### src/core/charger_regs_pkg.sv
// Purpose: shared constants and types for the charger status/control bank
// Assumes: 100 MHz system clock, 8-bit register port
// Notes:   timer lengths are kept in hours and minutes; fast-charge seconds derived here, precharge in the top module
package charger_regs_pkg;

  // register offsets and values after reset
  localparam logic [7:0] STATUS_ADDR   = 8'h03;
  localparam logic [7:0] CONTROL_ADDR  = 8'h04;
  localparam logic [7:0] STATUS_RESET  = 8'h00;
  localparam logic [7:0] CONTROL_RESET = 8'hB1;

  // status field positions
  localparam int unsigned ST_DIE_HEAT   = 7;
  localparam int unsigned ST_PATH_LIMIT = 6;
  localparam int unsigned ST_HEAT_HOLD  = 5;
  localparam int unsigned ST_END_CUR    = 4;
  localparam int unsigned ST_ACTIVE     = 3;
  localparam int unsigned ST_TMR_EXP    = 2;
  localparam int unsigned ST_PRE_EXP    = 1;
  localparam int unsigned ST_TEMP_ERR   = 0;

  // control field positions
  localparam int unsigned CT_TIMER_HI   = 7;
  localparam int unsigned CT_TIMER_LO   = 6;
  localparam int unsigned CT_SAFETY_TIMERS_ENABLE     = 5;
  localparam int unsigned CT_THERM_KIND = 4;
  localparam int unsigned CT_RESET      = 3;
  localparam int unsigned CT_TERM_OFF   = 2;
  localparam int unsigned CT_HOLD       = 1;
  localparam int unsigned CT_ON         = 0;

  // timer base: one tick per second
  localparam int unsigned CLK_PERIOD_NS = 10;
  localparam int unsigned TICK_TIME_NS  = 1000000000;
  localparam int unsigned TICK_CYCLES   = TICK_TIME_NS / CLK_PERIOD_NS;
  localparam int unsigned SEC_PER_HOUR  = 3600;
  localparam int unsigned SEC_PER_MIN   = 60;

  // fast-charge lengths in hours, precharge length in minutes
  localparam int unsigned FAST_HOURS_00 = 4;
  localparam int unsigned FAST_HOURS_01 = 5;
  localparam int unsigned FAST_HOURS_10 = 6;
  localparam int unsigned FAST_HOURS_11 = 8;
  localparam int unsigned PRECHARGE_MIN = 30;
  localparam int unsigned TIMER_W       = 16;

  typedef enum logic [2:0] {
    CS_IDLE, CS_PRE, CS_FAST, CS_HOLD, CS_DONE, CS_TIMEOUT
  } charge_state_t;

  // fast-charge limit in seconds from the two select bits
  function automatic logic [TIMER_W-1:0] fast_limit_sec(input logic [1:0] sel);
    int unsigned hours;
    case (sel)
      2'h0:    hours = FAST_HOURS_00;
      2'h1:    hours = FAST_HOURS_01;
      2'h2:    hours = FAST_HOURS_10;
      default: hours = FAST_HOURS_11;
    endcase
    return TIMER_W'(hours * SEC_PER_HOUR);
  endfunction : fast_limit_sec

endpackage : charger_regs_pkg

### src/core/charger_status_control_regs.sv
// Purpose: charger status byte, control byte and charge sequencing
// Assumes: register port decoded from the serial interface, one clock
// Notes:   analog condition inputs are synchronised before use
`timescale 1ns/1ps
`default_nettype none
module charger_status_control_regs #(
  parameter int unsigned P_TICK_CYCLES = charger_regs_pkg::TICK_CYCLES
) (
  input  wire logic       i_clk_sys,
  input  wire logic       i_rst,
  // register port
  input  wire logic [7:0] i_reg_addr,
  input  wire logic       i_reg_wr,
  input  wire logic       i_reg_rd,
  input  wire logic [7:0] i_reg_wdata,
  output logic      [7:0] o_reg_rdata,
  // analog condition levels
  input  wire logic       i_supply_ok,
  input  wire logic       i_die_hot,
  input  wire logic       i_path_limit,
  input  wire logic       i_batt_temp_bad,
  input  wire logic       i_no_thermistor,
  input  wire logic       i_batt_low,
  input  wire logic       i_end_current,
  // charger controls
  output logic            o_charge_drive,
  output logic            o_precharge_mode,
  output logic            o_thermistor_kind_select,
  output logic            o_charger_held_reset
);

  localparam int unsigned TW = charger_regs_pkg::TIMER_W;
  localparam logic [TW-1:0] PRE_LIMIT =
    TW'(charger_regs_pkg::PRECHARGE_MIN * charger_regs_pkg::SEC_PER_MIN);

  // synchronised conditions
  logic [6:0] cond_s;
  logic       supply_ok_s;
  logic       die_hot_s;
  logic       path_limit_s;
  logic       temp_bad_s;
  logic       no_therm_s;
  logic       batt_low_s;
  logic       end_current_s;

  // register state
  logic [7:0] control_q;
  logic [7:0] status_q;
  logic [7:0] status_d;

  // control fields
  logic [1:0] timer_sel;
  logic       safety_timers_enable;
  logic       thermistor_kind_select;
  logic       reset_bit;
  logic       term_off;
  logic       timers_hold;
  logic       charger_on;

  // sequencing
  charger_regs_pkg::charge_state_t state_q;
  charger_regs_pkg::charge_state_t state_d;
  logic        allowed;
  logic        temp_err;
  logic        charging;
  logic        pre_timed_out_q;
  logic        pre_timed_out_d;
  logic        pre_expired;
  logic        fast_expired;
  logic        pre_clear;
  logic        fast_clear;
  logic        pre_run;
  logic        fast_run;
  logic [TW-1:0] fast_limit;

  // second tick
  logic [31:0] tick_cnt_q;
  logic        tick;

  // register port decode
  logic        hit_status;
  logic        hit_control;
  logic        wr_control;
  logic [7:0]  rdata_d;

  // bring analog levels into the clock domain
  level_sync #(
    .WIDTH (7)
  ) u_cond_sync (
    .i_clk_sys (i_clk_sys),
    .i_rst     (i_rst),
    .i_async   ({i_supply_ok, i_die_hot, i_path_limit, i_batt_temp_bad,
                 i_no_thermistor, i_batt_low, i_end_current}),
    .o_sync    (cond_s)
  );

  assign supply_ok_s   = cond_s[6];
  assign die_hot_s     = cond_s[5];
  assign path_limit_s  = cond_s[4];
  assign temp_bad_s    = cond_s[3];
  assign no_therm_s    = cond_s[2];
  assign batt_low_s    = cond_s[1];
  assign end_current_s = cond_s[0];

  // address decode
  assign hit_status  = (i_reg_addr == charger_regs_pkg::STATUS_ADDR);
  assign hit_control = (i_reg_addr == charger_regs_pkg::CONTROL_ADDR);
  assign wr_control  = i_reg_wr && hit_control;

  // control field split
  // fast timer select
  assign timer_sel              = control_q[charger_regs_pkg::CT_TIMER_HI:
                                            charger_regs_pkg::CT_TIMER_LO];
  assign safety_timers_enable   = control_q[charger_regs_pkg::CT_SAFETY_TIMERS_ENABLE];
  assign thermistor_kind_select = control_q[charger_regs_pkg::CT_THERM_KIND];
  assign reset_bit              = control_q[charger_regs_pkg::CT_RESET];
  assign term_off               = control_q[charger_regs_pkg::CT_TERM_OFF];
  assign timers_hold            = control_q[charger_regs_pkg::CT_HOLD];
  assign charger_on             = control_q[charger_regs_pkg::CT_ON];

  always_ff @(posedge i_clk_sys or posedge i_rst) begin
    if (i_rst) begin
      control_q <= charger_regs_pkg::CONTROL_RESET;
    end else if (wr_control) begin
      control_q <= i_reg_wdata;
    end
  end

  // read mux, unmapped offsets read zero
  // reads only select data
  always_comb begin
    if (hit_status) begin
      rdata_d = status_q;
    end else if (hit_control) begin
      rdata_d = control_q;
    end else begin
      rdata_d = 8'h00;
    end
  end

  // read data register
  always_ff @(posedge i_clk_sys or posedge i_rst) begin
    if (i_rst) begin
      o_reg_rdata <= 8'h00;
    end else if (i_reg_rd) begin
      o_reg_rdata <= rdata_d;
    end
  end

  // once-per-second tick for the timers
  assign tick = (tick_cnt_q == 32'(P_TICK_CYCLES - 1));

  always_ff @(posedge i_clk_sys or posedge i_rst) begin
    if (i_rst) begin
      tick_cnt_q <= 32'h0000_0000;
    end else if (tick) begin
      tick_cnt_q <= 32'h0000_0000;
    end else begin
      tick_cnt_q <= tick_cnt_q + 32'h0000_0001;
    end
  end

  assign allowed  = charger_on && !reset_bit && supply_ok_s;
  assign temp_err = temp_bad_s || no_therm_s;
  assign charging = (state_q == charger_regs_pkg::CS_PRE) ||
                    (state_q == charger_regs_pkg::CS_FAST);

  // charge sequencing
  always_comb begin
    state_d = state_q;
    case (state_q)
      charger_regs_pkg::CS_IDLE: begin
        if (allowed) begin
          if (temp_err) begin
            state_d = charger_regs_pkg::CS_HOLD;
          end else if (batt_low_s) begin
            state_d = charger_regs_pkg::CS_PRE;
          end else begin
            state_d = charger_regs_pkg::CS_FAST;
          end
        end
      end
      charger_regs_pkg::CS_PRE: begin
        if (!allowed) begin
          state_d = charger_regs_pkg::CS_IDLE;
        end else if (pre_expired) begin
          state_d = charger_regs_pkg::CS_TIMEOUT;
        end else if (temp_err) begin
          state_d = charger_regs_pkg::CS_HOLD;
        end else if (!batt_low_s) begin
          state_d = charger_regs_pkg::CS_FAST;
        end
      end
      charger_regs_pkg::CS_FAST: begin
        if (!allowed) begin
          state_d = charger_regs_pkg::CS_IDLE;
        end else if (fast_expired) begin
          state_d = charger_regs_pkg::CS_TIMEOUT;
        end else if (temp_err) begin
          state_d = charger_regs_pkg::CS_HOLD;
        end else if (end_current_s && !term_off) begin
          state_d = charger_regs_pkg::CS_DONE;
        end
      end
      charger_regs_pkg::CS_HOLD: begin
        if (!allowed) begin
          state_d = charger_regs_pkg::CS_IDLE;
        end else if (!temp_err) begin
          state_d = batt_low_s ? charger_regs_pkg::CS_PRE : charger_regs_pkg::CS_FAST;
        end
      end
      default: begin
        // done and time-out leave only through disable, reset or supply loss
        if (!allowed) begin
          state_d = charger_regs_pkg::CS_IDLE;
        end
      end
    endcase
  end

  // remember which timer ended the charge
  always_comb begin
    pre_timed_out_d = pre_timed_out_q;
    if (state_q == charger_regs_pkg::CS_IDLE) begin
      pre_timed_out_d = 1'b0;
    end else if (state_q == charger_regs_pkg::CS_PRE &&
                 state_d == charger_regs_pkg::CS_TIMEOUT) begin
      pre_timed_out_d = 1'b1;
    end
  end

  // state registers
  always_ff @(posedge i_clk_sys or posedge i_rst) begin
    if (i_rst) begin
      state_q         <= charger_regs_pkg::CS_IDLE;
      pre_timed_out_q <= 1'b0;
    end else begin
      state_q         <= state_d;
      pre_timed_out_q <= pre_timed_out_d;
    end
  end

  assign pre_clear  = !allowed || !safety_timers_enable ||
                      (state_q == charger_regs_pkg::CS_FAST);
  assign fast_clear = !allowed || !safety_timers_enable ||
                      (state_q == charger_regs_pkg::CS_IDLE);
  assign pre_run    = (state_q == charger_regs_pkg::CS_PRE) && !timers_hold;
  assign fast_run   = (state_q == charger_regs_pkg::CS_FAST) && !timers_hold;
  assign fast_limit = charger_regs_pkg::fast_limit_sec(timer_sel);

  // precharge safety timer
  charge_timer #(
    .W (TW)
  ) u_pre_timer (
    .i_clk_sys (i_clk_sys),
    .i_rst     (i_rst),
    .i_clear   (pre_clear),
    .i_run     (pre_run),
    .i_tick    (tick),
    .i_limit   (PRE_LIMIT),
    .o_expired (pre_expired)
  );

  // fast-charge safety timer
  charge_timer #(
    .W (TW)
  ) u_fast_timer (
    .i_clk_sys (i_clk_sys),
    .i_rst     (i_rst),
    .i_clear   (fast_clear),
    .i_run     (fast_run),
    .i_tick    (tick),
    .i_limit   (fast_limit),
    .o_expired (fast_expired)
  );

  // status byte from live conditions
  always_comb begin
    status_d = charger_regs_pkg::STATUS_RESET;
    status_d[charger_regs_pkg::ST_DIE_HEAT]   = charging && die_hot_s;
    status_d[charger_regs_pkg::ST_PATH_LIMIT] = charging && path_limit_s;
    status_d[charger_regs_pkg::ST_HEAT_HOLD]  = (state_q == charger_regs_pkg::CS_HOLD);
    status_d[charger_regs_pkg::ST_END_CUR]    = (state_q == charger_regs_pkg::CS_DONE);
    status_d[charger_regs_pkg::ST_ACTIVE]     = charging;
    status_d[charger_regs_pkg::ST_TMR_EXP]    = (state_q == charger_regs_pkg::CS_TIMEOUT);
    status_d[charger_regs_pkg::ST_PRE_EXP]    =
      (state_q == charger_regs_pkg::CS_TIMEOUT) && pre_timed_out_q;
    status_d[charger_regs_pkg::ST_TEMP_ERR]   = temp_err;
  end

  always_ff @(posedge i_clk_sys or posedge i_rst) begin
    if (i_rst) begin
      status_q <= charger_regs_pkg::STATUS_RESET;
    end else begin
      status_q <= status_d;
    end
  end

  // registered charger controls
  always_ff @(posedge i_clk_sys or posedge i_rst) begin
    if (i_rst) begin
      o_charge_drive           <= 1'b0;
      o_precharge_mode         <= 1'b0;
      o_thermistor_kind_select <= 1'b1;
      o_charger_held_reset     <= 1'b0;
    end else begin
      o_charge_drive           <= (state_d == charger_regs_pkg::CS_PRE) ||
                                  (state_d == charger_regs_pkg::CS_FAST);
      o_precharge_mode         <= (state_d == charger_regs_pkg::CS_PRE);
      o_thermistor_kind_select <= thermistor_kind_select;
      o_charger_held_reset     <= reset_bit;
    end
  end

endmodule : charger_status_control_regs
`default_nettype wire

### src/core/level_sync.sv
// Purpose: two-stage synchroniser for analog condition levels
// Assumes: inputs are slow levels from outside the clock domain
// Notes:   first stage feeds only the second stage
`timescale 1ns/1ps
`default_nettype none
module level_sync #(
  parameter int unsigned WIDTH = 1
) (
  input  wire logic             i_clk_sys,
  input  wire logic             i_rst,
  input  wire logic [WIDTH-1:0] i_async,
  output logic      [WIDTH-1:0] o_sync
);

  logic [WIDTH-1:0] meta_q;

  // two flip-flops in series
  always_ff @(posedge i_clk_sys or posedge i_rst) begin
    if (i_rst) begin
      meta_q <= '0;
      o_sync <= '0;
    end else begin
      meta_q <= i_async;
      o_sync <= meta_q;
    end
  end

endmodule : level_sync
`default_nettype wire

### src/core/charge_timer.sv
// Purpose: seconds counter with hold, clear and sticky expiry
// Assumes: i_tick is a one-cycle pulse once per second
// Notes:   expiry stays set until cleared
`timescale 1ns/1ps
`default_nettype none
module charge_timer #(
  parameter int unsigned W = 16
) (
  input  wire logic         i_clk_sys,
  input  wire logic         i_rst,
  input  wire logic         i_clear,
  input  wire logic         i_run,
  input  wire logic         i_tick,
  input  wire logic [W-1:0] i_limit,
  output logic              o_expired
);

  logic [W-1:0] count_q;
  logic [W-1:0] count_inc;
  logic         step;

  assign step      = i_run && i_tick && !o_expired;
  assign count_inc = count_q + W'(1);

  // count elapsed seconds while running
  always_ff @(posedge i_clk_sys or posedge i_rst) begin
    if (i_rst) begin
      count_q   <= '0;
      o_expired <= 1'b0;
    end else if (i_clear) begin
      count_q   <= '0;
      o_expired <= 1'b0;
    end else if (step) begin
      count_q   <= count_inc;
      o_expired <= (count_inc >= i_limit);
    end
  end

endmodule : charge_timer
`default_nettype wire

### config.mk
export PLATFORM = sky130hd
export DESIGN_NAME = charger_status_control_regs
export DESIGN_NICKNAME = d
export VERILOG_FILES = /design/src/core/charger_regs_pkg.sv /design/src/core/charger_status_control_regs.sv /design/src/core/level_sync.sv /design/src/core/charge_timer.sv
export SDC_FILE = /design/constraint.sdc
export NUM_CORES = 1
export LEC_CHECK = 0
export BUFFER_PORTS_ARGS = -buffer_cell sky130_fd_sc_hd__buf_2
export CORE_UTILIZATION = 41
export DETAILED_ROUTE_END_ITERATION = 6
export HOLD_SLACK_MARGIN = 0.15
export SLEW_MARGIN = 20
export SYNTH_ARGS = -nofsm -noshare
export SYNTH_HDL_FRONTEND = slang
export SYNTH_SLANG_ARGS = --single-unit
### constraint.sdc
create_clock -name i_clk_sys -period 3.6 [get_ports i_clk_sys]
set_clock_uncertainty 0.2 [all_clocks]
set_input_delay 0 -clock i_clk_sys [delete_from_list [all_inputs] [get_ports i_clk_sys]]
set_output_delay 0 -clock i_clk_sys [all_outputs]
set_load 0.05 [all_outputs]
Word level (Yosys, flattened, before mapping). Index checks and enable logic that the tools add are counted.

Flip-flop bits (word level): 112. Input bits: 27. Output and inout port bits: 12. Word-level logic and storage cells: 96.

Add/sub/neg operators: 3. Multipliers: 1. Magnitude comparators: 2. Equality and inequality tests: 13. Muxes and demuxes: 29. Reduce and logical (&&, ||, !) cells: 32.

Operators with widths (count): 16-bit 2-to-1 mux (4); 3-bit 2-to-1 mux (12); 16-bit by 1-bit adder with 16-bit output, second input constant (2); 32-bit by 1-bit adder with 32-bit output, second input constant (1); 32-bit by 27-bit == test with 1-bit output, second input constant (1); 32-bit by 8-bit multiplier with 12-bit output, second input constant (1); 32-bit 2-to-1 mux (1); 16-bit by 11-bit greater-or-equal comparator with 1-bit output, second input constant (1); 16-bit greater-or-equal comparator (1); 8-bit 2-to-1 mux (2); 1-bit logical AND (14); 3-bit case mux with 4 select lines (1); 4-bit case mux with 3 select lines (1); 3-bit by 2-bit == test with 1-bit output, second input constant (3); 3-bit == test, second input constant (3); 8-bit by 2-bit == test with 1-bit output, second input constant (1); 8-bit by 3-bit == test with 1-bit output, second input constant (1); 1-bit zero test (7); 3-bit by 1-bit == test with 1-bit output, second input constant (2); 1-bit logical OR (6); 1-bit 2-to-1 mux (6); 2-bit nonzero test (3); 2-bit 2-to-1 mux (2); 3-bit zero test (1); other kinds (3) (3).

Depth between registers and ports, before layout. Gate-level depths: netlist (run 1).

Depth in word-level cells: 11. Gate-level depth with buffers: 12.

Modules after synthesis. From an unflattened synthesis (run 1), not the netlist that was laid out.

Cells, all modules: 667. Area, all modules: 6354.8 um2.

By module, submodules not included: charger_status_control_regs (instances 1, cells an instance 300, area an instance 3103.0 um2, sequential area each 1607.8 um2); charge_timer (instances 2, cells an instance 176, area an instance 1448.9 um2, sequential area each 425.4 um2); level_sync (instances 1, cells an instance 15, area an instance 354.1 um2, sequential area each 350.3 um2).

Worst setup path after synthesis (run 1). OpenSTA, ideal clock, no wires.

Path type: reg2reg. Start: register u_fast_timer.count_q[0]. End: register u_fast_timer.o_expired. Arrival time: 2.343 ns. Data required time: 3.268 ns. Setup slack: 0.925 ns. Stages on the path, launching flop included: 12. Period minus slack after synthesis: 2.675 ns. Cells stage by stage: dfrtp_1 > ha_1 > and3_1 > clkbuf_1 > nand4_1 > nor3_1 > xor2_1 > ha_1 > a21oi_1 > nor2b_1 > o311ai_0 > a21oi_1.

Cells in the longest elaborated chain, start to end: 4.

RTL lines: start: declaration (RTL line charge_timer.sv:18) `logic [W-1:0] count_q;`; start signal: assignment (RTL line charge_timer.sv:34) `count_q <= count_inc;`; 16-bit by 1-bit adder with 16-bit output (RTL line charge_timer.sv:23) `assign count_inc = count_q + W'(1);`; 16-bit greater-or-equal comparator (RTL line charge_timer.sv:35) `o_expired <= (count_inc >= i_limit);`; 1-bit 2-to-1 mux (RTL line charge_timer.sv:33) `end else if (step) begin`; 1-bit 2-to-1 mux (RTL line charge_timer.sv:30) `end else if (i_clear) begin`; end signal: assignment (RTL line charge_timer.sv:35); end: declaration (RTL line charge_timer.sv:15) `output logic o_expired`.

Every way passes these cells. The select of a mux whose other input is x is not followed. A chain may end at the register's enable or synchronous reset.

Worst setup path in the final report (run 1). Same ends and word-level chain as after synthesis.

==> results of run 1 <==
==> registers in the layout (all words and copies together), names as in the netlist <==
signal,cells
o_precharge_mode,1
o_thermistor_kind_select,1
u_fast_timer.count_q,16
u_pre_timer.o_expired,1
o_reg_rdata,8
u_pre_timer.count_q,16
u_cond_sync.o_sync,7
o_charge_drive,1
u_fast_timer.o_expired,1
control_q,8
u_cond_sync.meta_q,7
o_charger_held_reset,1
status_q,8
tick_cnt_q,32
state_q,3
pre_timed_out_q,1
==> cell families (layout without fill, tap and decap cells) <==
logic type	after synthesis	count (layout)	synth area share, %
compound gates	80	80	8.88
xor+xnor	59	59	8.93
fa+ha+maj	19	19	4.11
buf+inv	39	118	2.90
flops	112	112	48.5
mux	12	12	2.29
simple gates	248	248	24.4
==> timing repair <==
action / CTS / global route
setup buffers: 0 / 0
hold buffers: 39 / 0
endpoints found under the hold margin: 130 / 0
==> cell usage in the layout, fill, tap and decap left out, types with 5 or more instances in the layout <==
| master | count |
|---|---|
| a21oi_1 | 27 |
| a22oi_1 | 8 |
| and3_1 | 11 |
| and4_1 | 6 |
| buf_2 | 38 |
| buf_4 | 5 |
| clkbuf_16 | 9 |
| dfrtp_1 | 107 |
| dfstp_2 | 5 |
| dlygate4sd3_1 | 39 |
| ha_1 | 19 |
| inv_1 | 19 |
| mux2_2 | 10 |
| nand2_1 | 45 |
| nand2b_1 | 6 |
| nand3_1 | 27 |
| nand4_1 | 15 |
| nor2_1 | 64 |
| nor3_1 | 18 |
| nor3_2 | 6 |
| nor4_1 | 5 |
| o21ai_0 | 14 |
| or3_1 | 12 |
| xnor2_1 | 34 |
| xor2_1 | 25 |
==> per-stage QoR <==
step | setup WS (ps) | instance area [um^2]
floorplan | 449 | 5790
global placement | 788 | 6150
detailed placement | 713 | 6150
CTS | 713 | 6840
global route | 410 | 6840
finish | 713 | 6840
==> worst max-delay path by stage <==
stage / from / end / slack (ps) / cells past startpoint
floorplan: i_rst / control_q[1] / 450 / 1
global placement: u_fast_timer.count_q[0] / u_fast_timer.o_expired / 790 / 10
detailed placement: u_fast_timer.count_q[0] / u_fast_timer.o_expired / 710 / 10
CTS: u_fast_timer.count_q[0] / u_fast_timer.o_expired / 710 / 10
global route: u_fast_timer.count_q[0] / u_fast_timer.o_expired / 410 / 10
finish: u_fast_timer.count_q[0] / u_fast_timer.o_expired / 710 / 10
==> cell type report <==
class	instances	share of cell area (%)
sequential	112	41.1
timing repair buffer	82	9.04
inverter	20	1.13
clock inverter	6	0.787
clock buffer	10	3.50
tap	180	3.29
multi-input combinational	418	41.1
==> layer usage <==
layer	vias up	global-route usage, %	routed length, um
met5	-	0	0
met4	0	5.71	193
met2	58	28.7	5630
met3	17	3.68	331
li1	2165	-	-
met1	2143	24.3	5920
==> where the power goes <==
group / switching, mW / total [mW] / internal (mW) / leakage, nW
Clock: 0.475 / 0.974 / 0.498 / 0.138
Combinational: 0.0900 / 0.150 / 0.0601 / 1.29
Sequential: 0.0139 / 1.30 / 1.28 / 1.48
==> flow_metrics.env, run 1 <==
export IMPL_area_growth_pct=18.1
export IMPL_gp_congestion=0.905
export IMPL_placed_cells=773
export IMPL_syn_inst=569
export IMPL_avgRoutedWirePerCell_um=14.6
export IMPL_hold_path_end="u_cond_sync.o_sync[4]"
export IMPL_power_density_nw_per_um2=354
export IMPL_max_freq_ghz=0.346
export IMPL_finalWirelength_mm=12.1
export IMPL_tns_ps=0
export IMPL_clock_sinks=112
export IMPL_grt_max_degree=45
export IMPL_n_antenna_cell=0
export IMPL_ys_warn_count=0
export IMPL_root_buffer="clkbuf_16"
export IMPL_ant_nets=0
export IMPL_synth_cell_types=62
export IMPL_hold_violations=0
export IMPL_hp_class="reg2reg"
export IMPL_r2r_slack_ps=710
export IMPL_post_cts_resized=0
export IMPL_initial_core_util_pct=41.9
export IMPL_seq_area_um2=2810
export IMPL_status="complete, no violations"
export IMPL_slew_headroom_pct=55.1
export IMPL_critPathLaunchType="register"
export IMPL_required_ps=3620
export IMPL_syn_area_um2=5790
export IMPL_crit_type="reg2reg"
export IMPL_drv_cap=0
export IMPL_reg2regPathDepth=10
export IMPL_ios=39
export IMPL_dp_hpwl_mm=8.47
export IMPL_fin_nets=689
export IMPL_cts_made_buffers=9
export IMPL_min_period_over_period_pct=80.2
export IMPL_synth_main_ff_cell="dfrtp_1"
export IMPL_antenna_found_initial=0
export IMPL_arrival_ps=2900
export IMPL_report_final_slew_viol_count=0
export IMPL_worst_ir_drop_vdd_mv=0.205
export IMPL_n_fill_cell=1272
export IMPL_yosys_area_top_type_share_pct=46.3
export IMPL_end_kind="register"
export IMPL_path_cells="ha_1 > and3_1 > nand4_1 > nor3_1 > xor2_1 > ha_1 > a21oi_1 > nor2b_1 > o311ai_0 > a21oi_1"
export IMPL_timing_hold_ws_ps=150
export IMPL_grt_ovfl_total=0
export IMPL_core_area_um2=13800
export IMPL_htreeDepth=3
export IMPL_syn_num_nets=615
export IMPL_min_from="u_cond_sync.meta_q[4]"
export IMPL_drc_errors=0
export IMPL_drive_above_1_share_pct=15.3
export IMPL_clockBufferDepth=2
export IMPL_leakagePower_nw=2.91
export IMPL_synth_area_per_cell_um2=10.2
export IMPL_clk_pin_slew_ps=80
export IMPL_track_usage_pct=17.9
export IMPL_asyncSetResetFlopFracSynth_pct=100
export IMPL_worstHoldPathCells=0
export IMPL_first_iter_violations=200
export IMPL_grt_pass1_wl_mm=20.6
export IMPL_min_period_ps=2890
export IMPL_synth_enable_flop_cells=0
export IMPL_synth_seq_cells=112
export IMPL_yosysTopAreaCell="dfrtp_1"
export IMPL_io_buffers=38
export IMPL_rr_startpoint="u_fast_timer.count_q[0]"
export IMPL_drt_vias_per_instance=5.29
export IMPL_num_rows=43
export IMPL_grt_pass1_vias=4293
export IMPL_r2r_end="u_fast_timer.o_expired"
export IMPL_cp_slowest_cell="dfrtp_1"
export IMPL_power_mw=2.42
export IMPL_die_w_um=121
export IMPL_worst_path_buf_inv=0
export IMPL_yosysMostFrequentCell="dfrtp_1"
export IMPL_fp_dieArea_um2=14600
export IMPL_path_delay_family="simple AND/OR/NAND/NOR gates"
export IMPL_first_pass_iters=4
export IMPL_synth_yosys_seq_area_share_pct=48.5
export IMPL_cts_tree="done"
export IMPL_final_util_pct=49.4
export IMPL_finalNonFillerCells=828
export IMPL_multiInputGateArea_um2=2810
export IMPL_tightestPinTransition_ps=671
export IMPL_synthTopCellsByArea="dfrtp_1, xnor2_1, nor2_1"
export IMPL_rsz0062_at_grt="no"
export IMPL_critPathMaxFanout=6
export IMPL_fp_dieH_um=121
export IMPL_setup_viol=0
export IMPL_clk_latency_ps=360
export IMPL_vias=4383
export IMPL_synthTopCellsByCount="dfrtp_1, nor2_1, nand2_1"
export IMPL_cp_slowest_stage_delay_ps=440
Note: power is estimated with default switching activity, not from simulation.
==> run 2: changes to the inputs <==
--- a/config.mk
+++ b/config.mk
@@ -5,6 +5,7 @@
 export SDC_FILE = /design/constraint.sdc
 export NUM_CORES = 1
 export LEC_CHECK = 0
+export ABC_AREA = 1
 export BUFFER_PORTS_ARGS = -buffer_cell sky130_fd_sc_hd__buf_2
 export CORE_UTILIZATION = 41
 export DETAILED_ROUTE_END_ITERATION = 6
==> constraint.sdc (replaced) <==
create_clock -name i_clk_sys -period 2.67 [get_ports i_clk_sys]
set_clock_uncertainty 0.2 [all_clocks]
set_input_delay 0 -clock i_clk_sys [delete_from_list [all_inputs] [get_ports i_clk_sys]]
set_output_delay 0 -clock i_clk_sys [all_outputs]
set_load 0.05 [all_outputs]
==> run 2 against run 1 <==
Maximum frequency increased by 10%. Design area increased by 8.7%. Sequential power rose by 33%. Critical path depth grew 4. Via count grew 18%. Area after synthesis rose by 5.9%. Non-clock buffer count up 16. Clock power rose by 40%. Critical path type unchanged. Global-route usage rose by 1.3 points. Flip-flop and latch count unchanged. Synthesized cell count is 30% higher.
==> flow_metrics.env, run 2 <==
export IMPL_status="complete, no violations"
export IMPL_regMostFlops="tick_cnt_q"
export IMPL_synth_area_per_cell_um2=8.27
export IMPL_fp_dieH_um=124
export IMPL_min_period_ps=2610
export IMPL_fin_nets=884
export IMPL_vias=5184
export IMPL_die_w_um=124
export IMPL_ys_warn_count=0
export IMPL_avgRoutedWirePerCell_um=13.5
export IMPL_synth_yosys_seq_area_share_pct=45.8
export IMPL_synth_cell_types=42
export IMPL_largest_reg_flops=32
export IMPL_min_period_over_period_pct=97.9
export IMPL_syn_area_um2=6130
export IMPL_antenna_found_initial=0
export IMPL_path_delay_family="simple AND/OR/NAND/NOR gates"
export IMPL_worst_path_buf_inv=0
export IMPL_area_growth_pct=21.2
export IMPL_max_freq_ghz=0.383
export IMPL_dpl_instance_area_um2=6590
export IMPL_initial_core_util_pct=42.2
export IMPL_power_density_nw_per_um2=440
export IMPL_slew_headroom_pct=53.9
export IMPL_cts_tree="done"
export IMPL_cp_slowest_stage_delay_ps=390
export IMPL_leakagePower_nw=3.54
export IMPL_setup_viol=0
export IMPL_crit_type="reg2reg"
export IMPL_final_common_cell="nand2_1"
export IMPL_grt_pass1_wl_mm=24.3
export IMPL_clk_pin_slew_ps=80
export IMPL_gp_congestion=0.891
export IMPL_cts_setup_buffers=0
export IMPL_drt_vias_per_instance=5.05
export IMPL_drc_errors=0
export IMPL_grt_ovfl_total=0
export IMPL_grt_pass1_vias=5172
export IMPL_core_area_um2=14500
export IMPL_clockBufferDepth=2
export IMPL_first_iter_violations=386
export IMPL_synth_seq_cells=112
export IMPL_syn_inst=741
export IMPL_root_buffer="clkbuf_16"
export IMPL_r2r_slack_ps=60
export IMPL_multiInputGateArea_um2=2890
export IMPL_fp_dieArea_um2=15400
export IMPL_io_buffers=38
export IMPL_drive_above_1_share_pct=14.5
export IMPL_tightestPinTransition_ps=690
export IMPL_cpMostUsedCell="nand2_1"
export IMPL_syn_num_nets=787
export IMPL_end_kind="register"
export IMPL_track_usage_pct=19.3
export IMPL_finalWirelength_mm=13.8
export IMPL_synth_enable_flop_cells=0
export IMPL_yosys_area_top_type_share_pct=43.7
export IMPL_clock_sinks=112
export IMPL_synthTopCellsByArea="dfrtp_1, nand2_1, inv_1"
export IMPL_path_cells="nand2_1 > nor2_2 > nand3_1 > nor3_2 > nand3_1 > nand2_1 > nand2_1 > ha_1 > a21oi_1 > nor3_1 > a211oi_1 > nand4_1 > nand2_1 > nand2_1"
export IMPL_n_fill_cell=1344
export IMPL_layout_common_cells="nand2_1, dfrtp_1, inv_1, nor2_1, nand3_1"
export IMPL_worst_ir_drop_vdd_mv=0.347
export IMPL_seq_area_um2=2810
export IMPL_ios=39
export IMPL_n_antenna_cell=0
export IMPL_yosysTopAreaCell="dfrtp_1"
export IMPL_arrival_ps=2660
export IMPL_cts_made_buffers=9
export IMPL_rsz0062_at_grt="yes"
export IMPL_synth_main_ff_cell="dfrtp_1"
export IMPL_grt_max_degree=56
export IMPL_critPathLaunchType="register"
export IMPL_asyncSetResetFlopFracSynth_pct=100
export IMPL_clk_latency_ps=360
export IMPL_dp_hpwl_mm=9.91
export IMPL_hold_violations=0
export IMPL_required_ps=2720
export IMPL_critPathMaxFanout=4
export IMPL_htreeDepth=3
export IMPL_drv_cap=0
export IMPL_num_rows=44
export IMPL_power_mw=3.27
export IMPL_ant_nets=0
export IMPL_reg_largest_list="tick_cnt_q (32), u_fast_timer.count_q (16), u_pre_timer.count_q (16)"
export IMPL_cp_slowest_cell="dfrtp_1"
export IMPL_first_pass_iters=4
export IMPL_synthTopCellsByCount="nand2_1, dfrtp_1, inv_1"
export IMPL_report_final_slew_viol_count=0
export IMPL_fin_area_um2=7430
export IMPL_yosysMostFrequentCell="nand2_1"
export IMPL_hp_class="reg2reg"
## run 2: cell types whose count changed after synthesis, moves of 8 or more
cell      change
nand2_1      +99
inv_1        +83
nand3_1      +33
xnor2_1      -26
nor3_1       +21
nor2_1       +16
or3_1        -12
nand3b_1     +10
a21oi_1       -9
and3_1        -9
a22oi_1       -8
clkbuf_1      -8
nand2_2       +8
nand4_1       +8
## run 2: through the flow
step / utilization (%) / hold WS (ps) / TNS, ps / setup slack (ps) / cells
after floorplan: - / -169 / 0 / 133 / 741
after global placement: 45.4 / -91.3 / 0 / 111 / 964
after detailed placement: 45.4 / -87.8 / 0 / 30.1 / 964
after CTS: 50.7 / 153 / 0 / 11.6 / 1027
after global routing: 51.1 / 160 / -117 / -117 / 1027
final: 51.1 / 152 / 0 / 56.9 / 1027
## run 2: final cells by class
class,instances,share of cell area (%)
Inverter,110,5.64
Clock buffer,10,3.22
Clock inverter,6,0.926
Multi-Input combinational cell,507,38.9
Tap cell,184,3.10
Sequential cell,112,37.8
Timing Repair Buffer,98,10.4
## run 2: worst reg2reg max path: cells and delay by family (launching register included)
kind / cells / cell delay, ps
and+or+nand+nor: 11 / 1270
AOI/OAI and AO/OA: 2 / 370
DFF: 1 / 390
adders and majority gates: 1 / 300
## run 2: repair_timing
item,in CTS,in global routing
endpoints found under the hold margin,130,0
hold buffers,47,0
endpoints found under the setup margin,0,6
gates resized for setup,0,15
## run 2: worst paths after layout
path / end / from / cells past startpoint
min: u_cond_sync.o_sync[0] / u_cond_sync.meta_q[0] / 0
min reg2reg: u_cond_sync.o_sync[0] / u_cond_sync.meta_q[0] / 0
max in group asynchronous: control_q[7] / i_rst / 5
max: u_fast_timer.o_expired / u_fast_timer.count_q[4] / 14
min in group asynchronous: u_pre_timer.count_q[10] / i_rst / 4
max reg2reg: u_fast_timer.o_expired / u_fast_timer.count_q[4] / 14
## run 2: report_power, final
group / leakage, nW / switching [mW] / internal [mW] / total (mW)
Clock: 0.147 / 0.671 / 0.689 / 1.36
Combinational: 1.92 / 0.105 / 0.0740 / 0.179
Sequential: 1.47 / 0.0103 / 1.72 / 1.73
## run 2: cell families (layout without fill, tap and decap cells)
logic type | Yosys count | after routing | synth area share, %
flops | 112 | 112 | 45.8
xor+xnor | 39 | 39 | 5.57
buf+inv | 122 | 224 | 8.04
compound gates | 52 | 52 | 4.86
mux | 3 | 3 | 0.551
fa+ha+maj | 19 | 19 | 3.88
simple gates | 394 | 394 | 31.3
## run 2: per-layer routing
metal | up-vias | routed length, um | part of all wire (%) | global-route usage (%)
met4 | 0 | 246 | 1.8 | 6.52
met1 | 2477 | 6480 | 47 | 25.2
met5 | - | 0 | 0 | 0
li1 | 2597 | - | - | -
met3 | 19 | 424 | 3.1 | 3.61
met2 | 91 | 6690 | 48 | 32.0
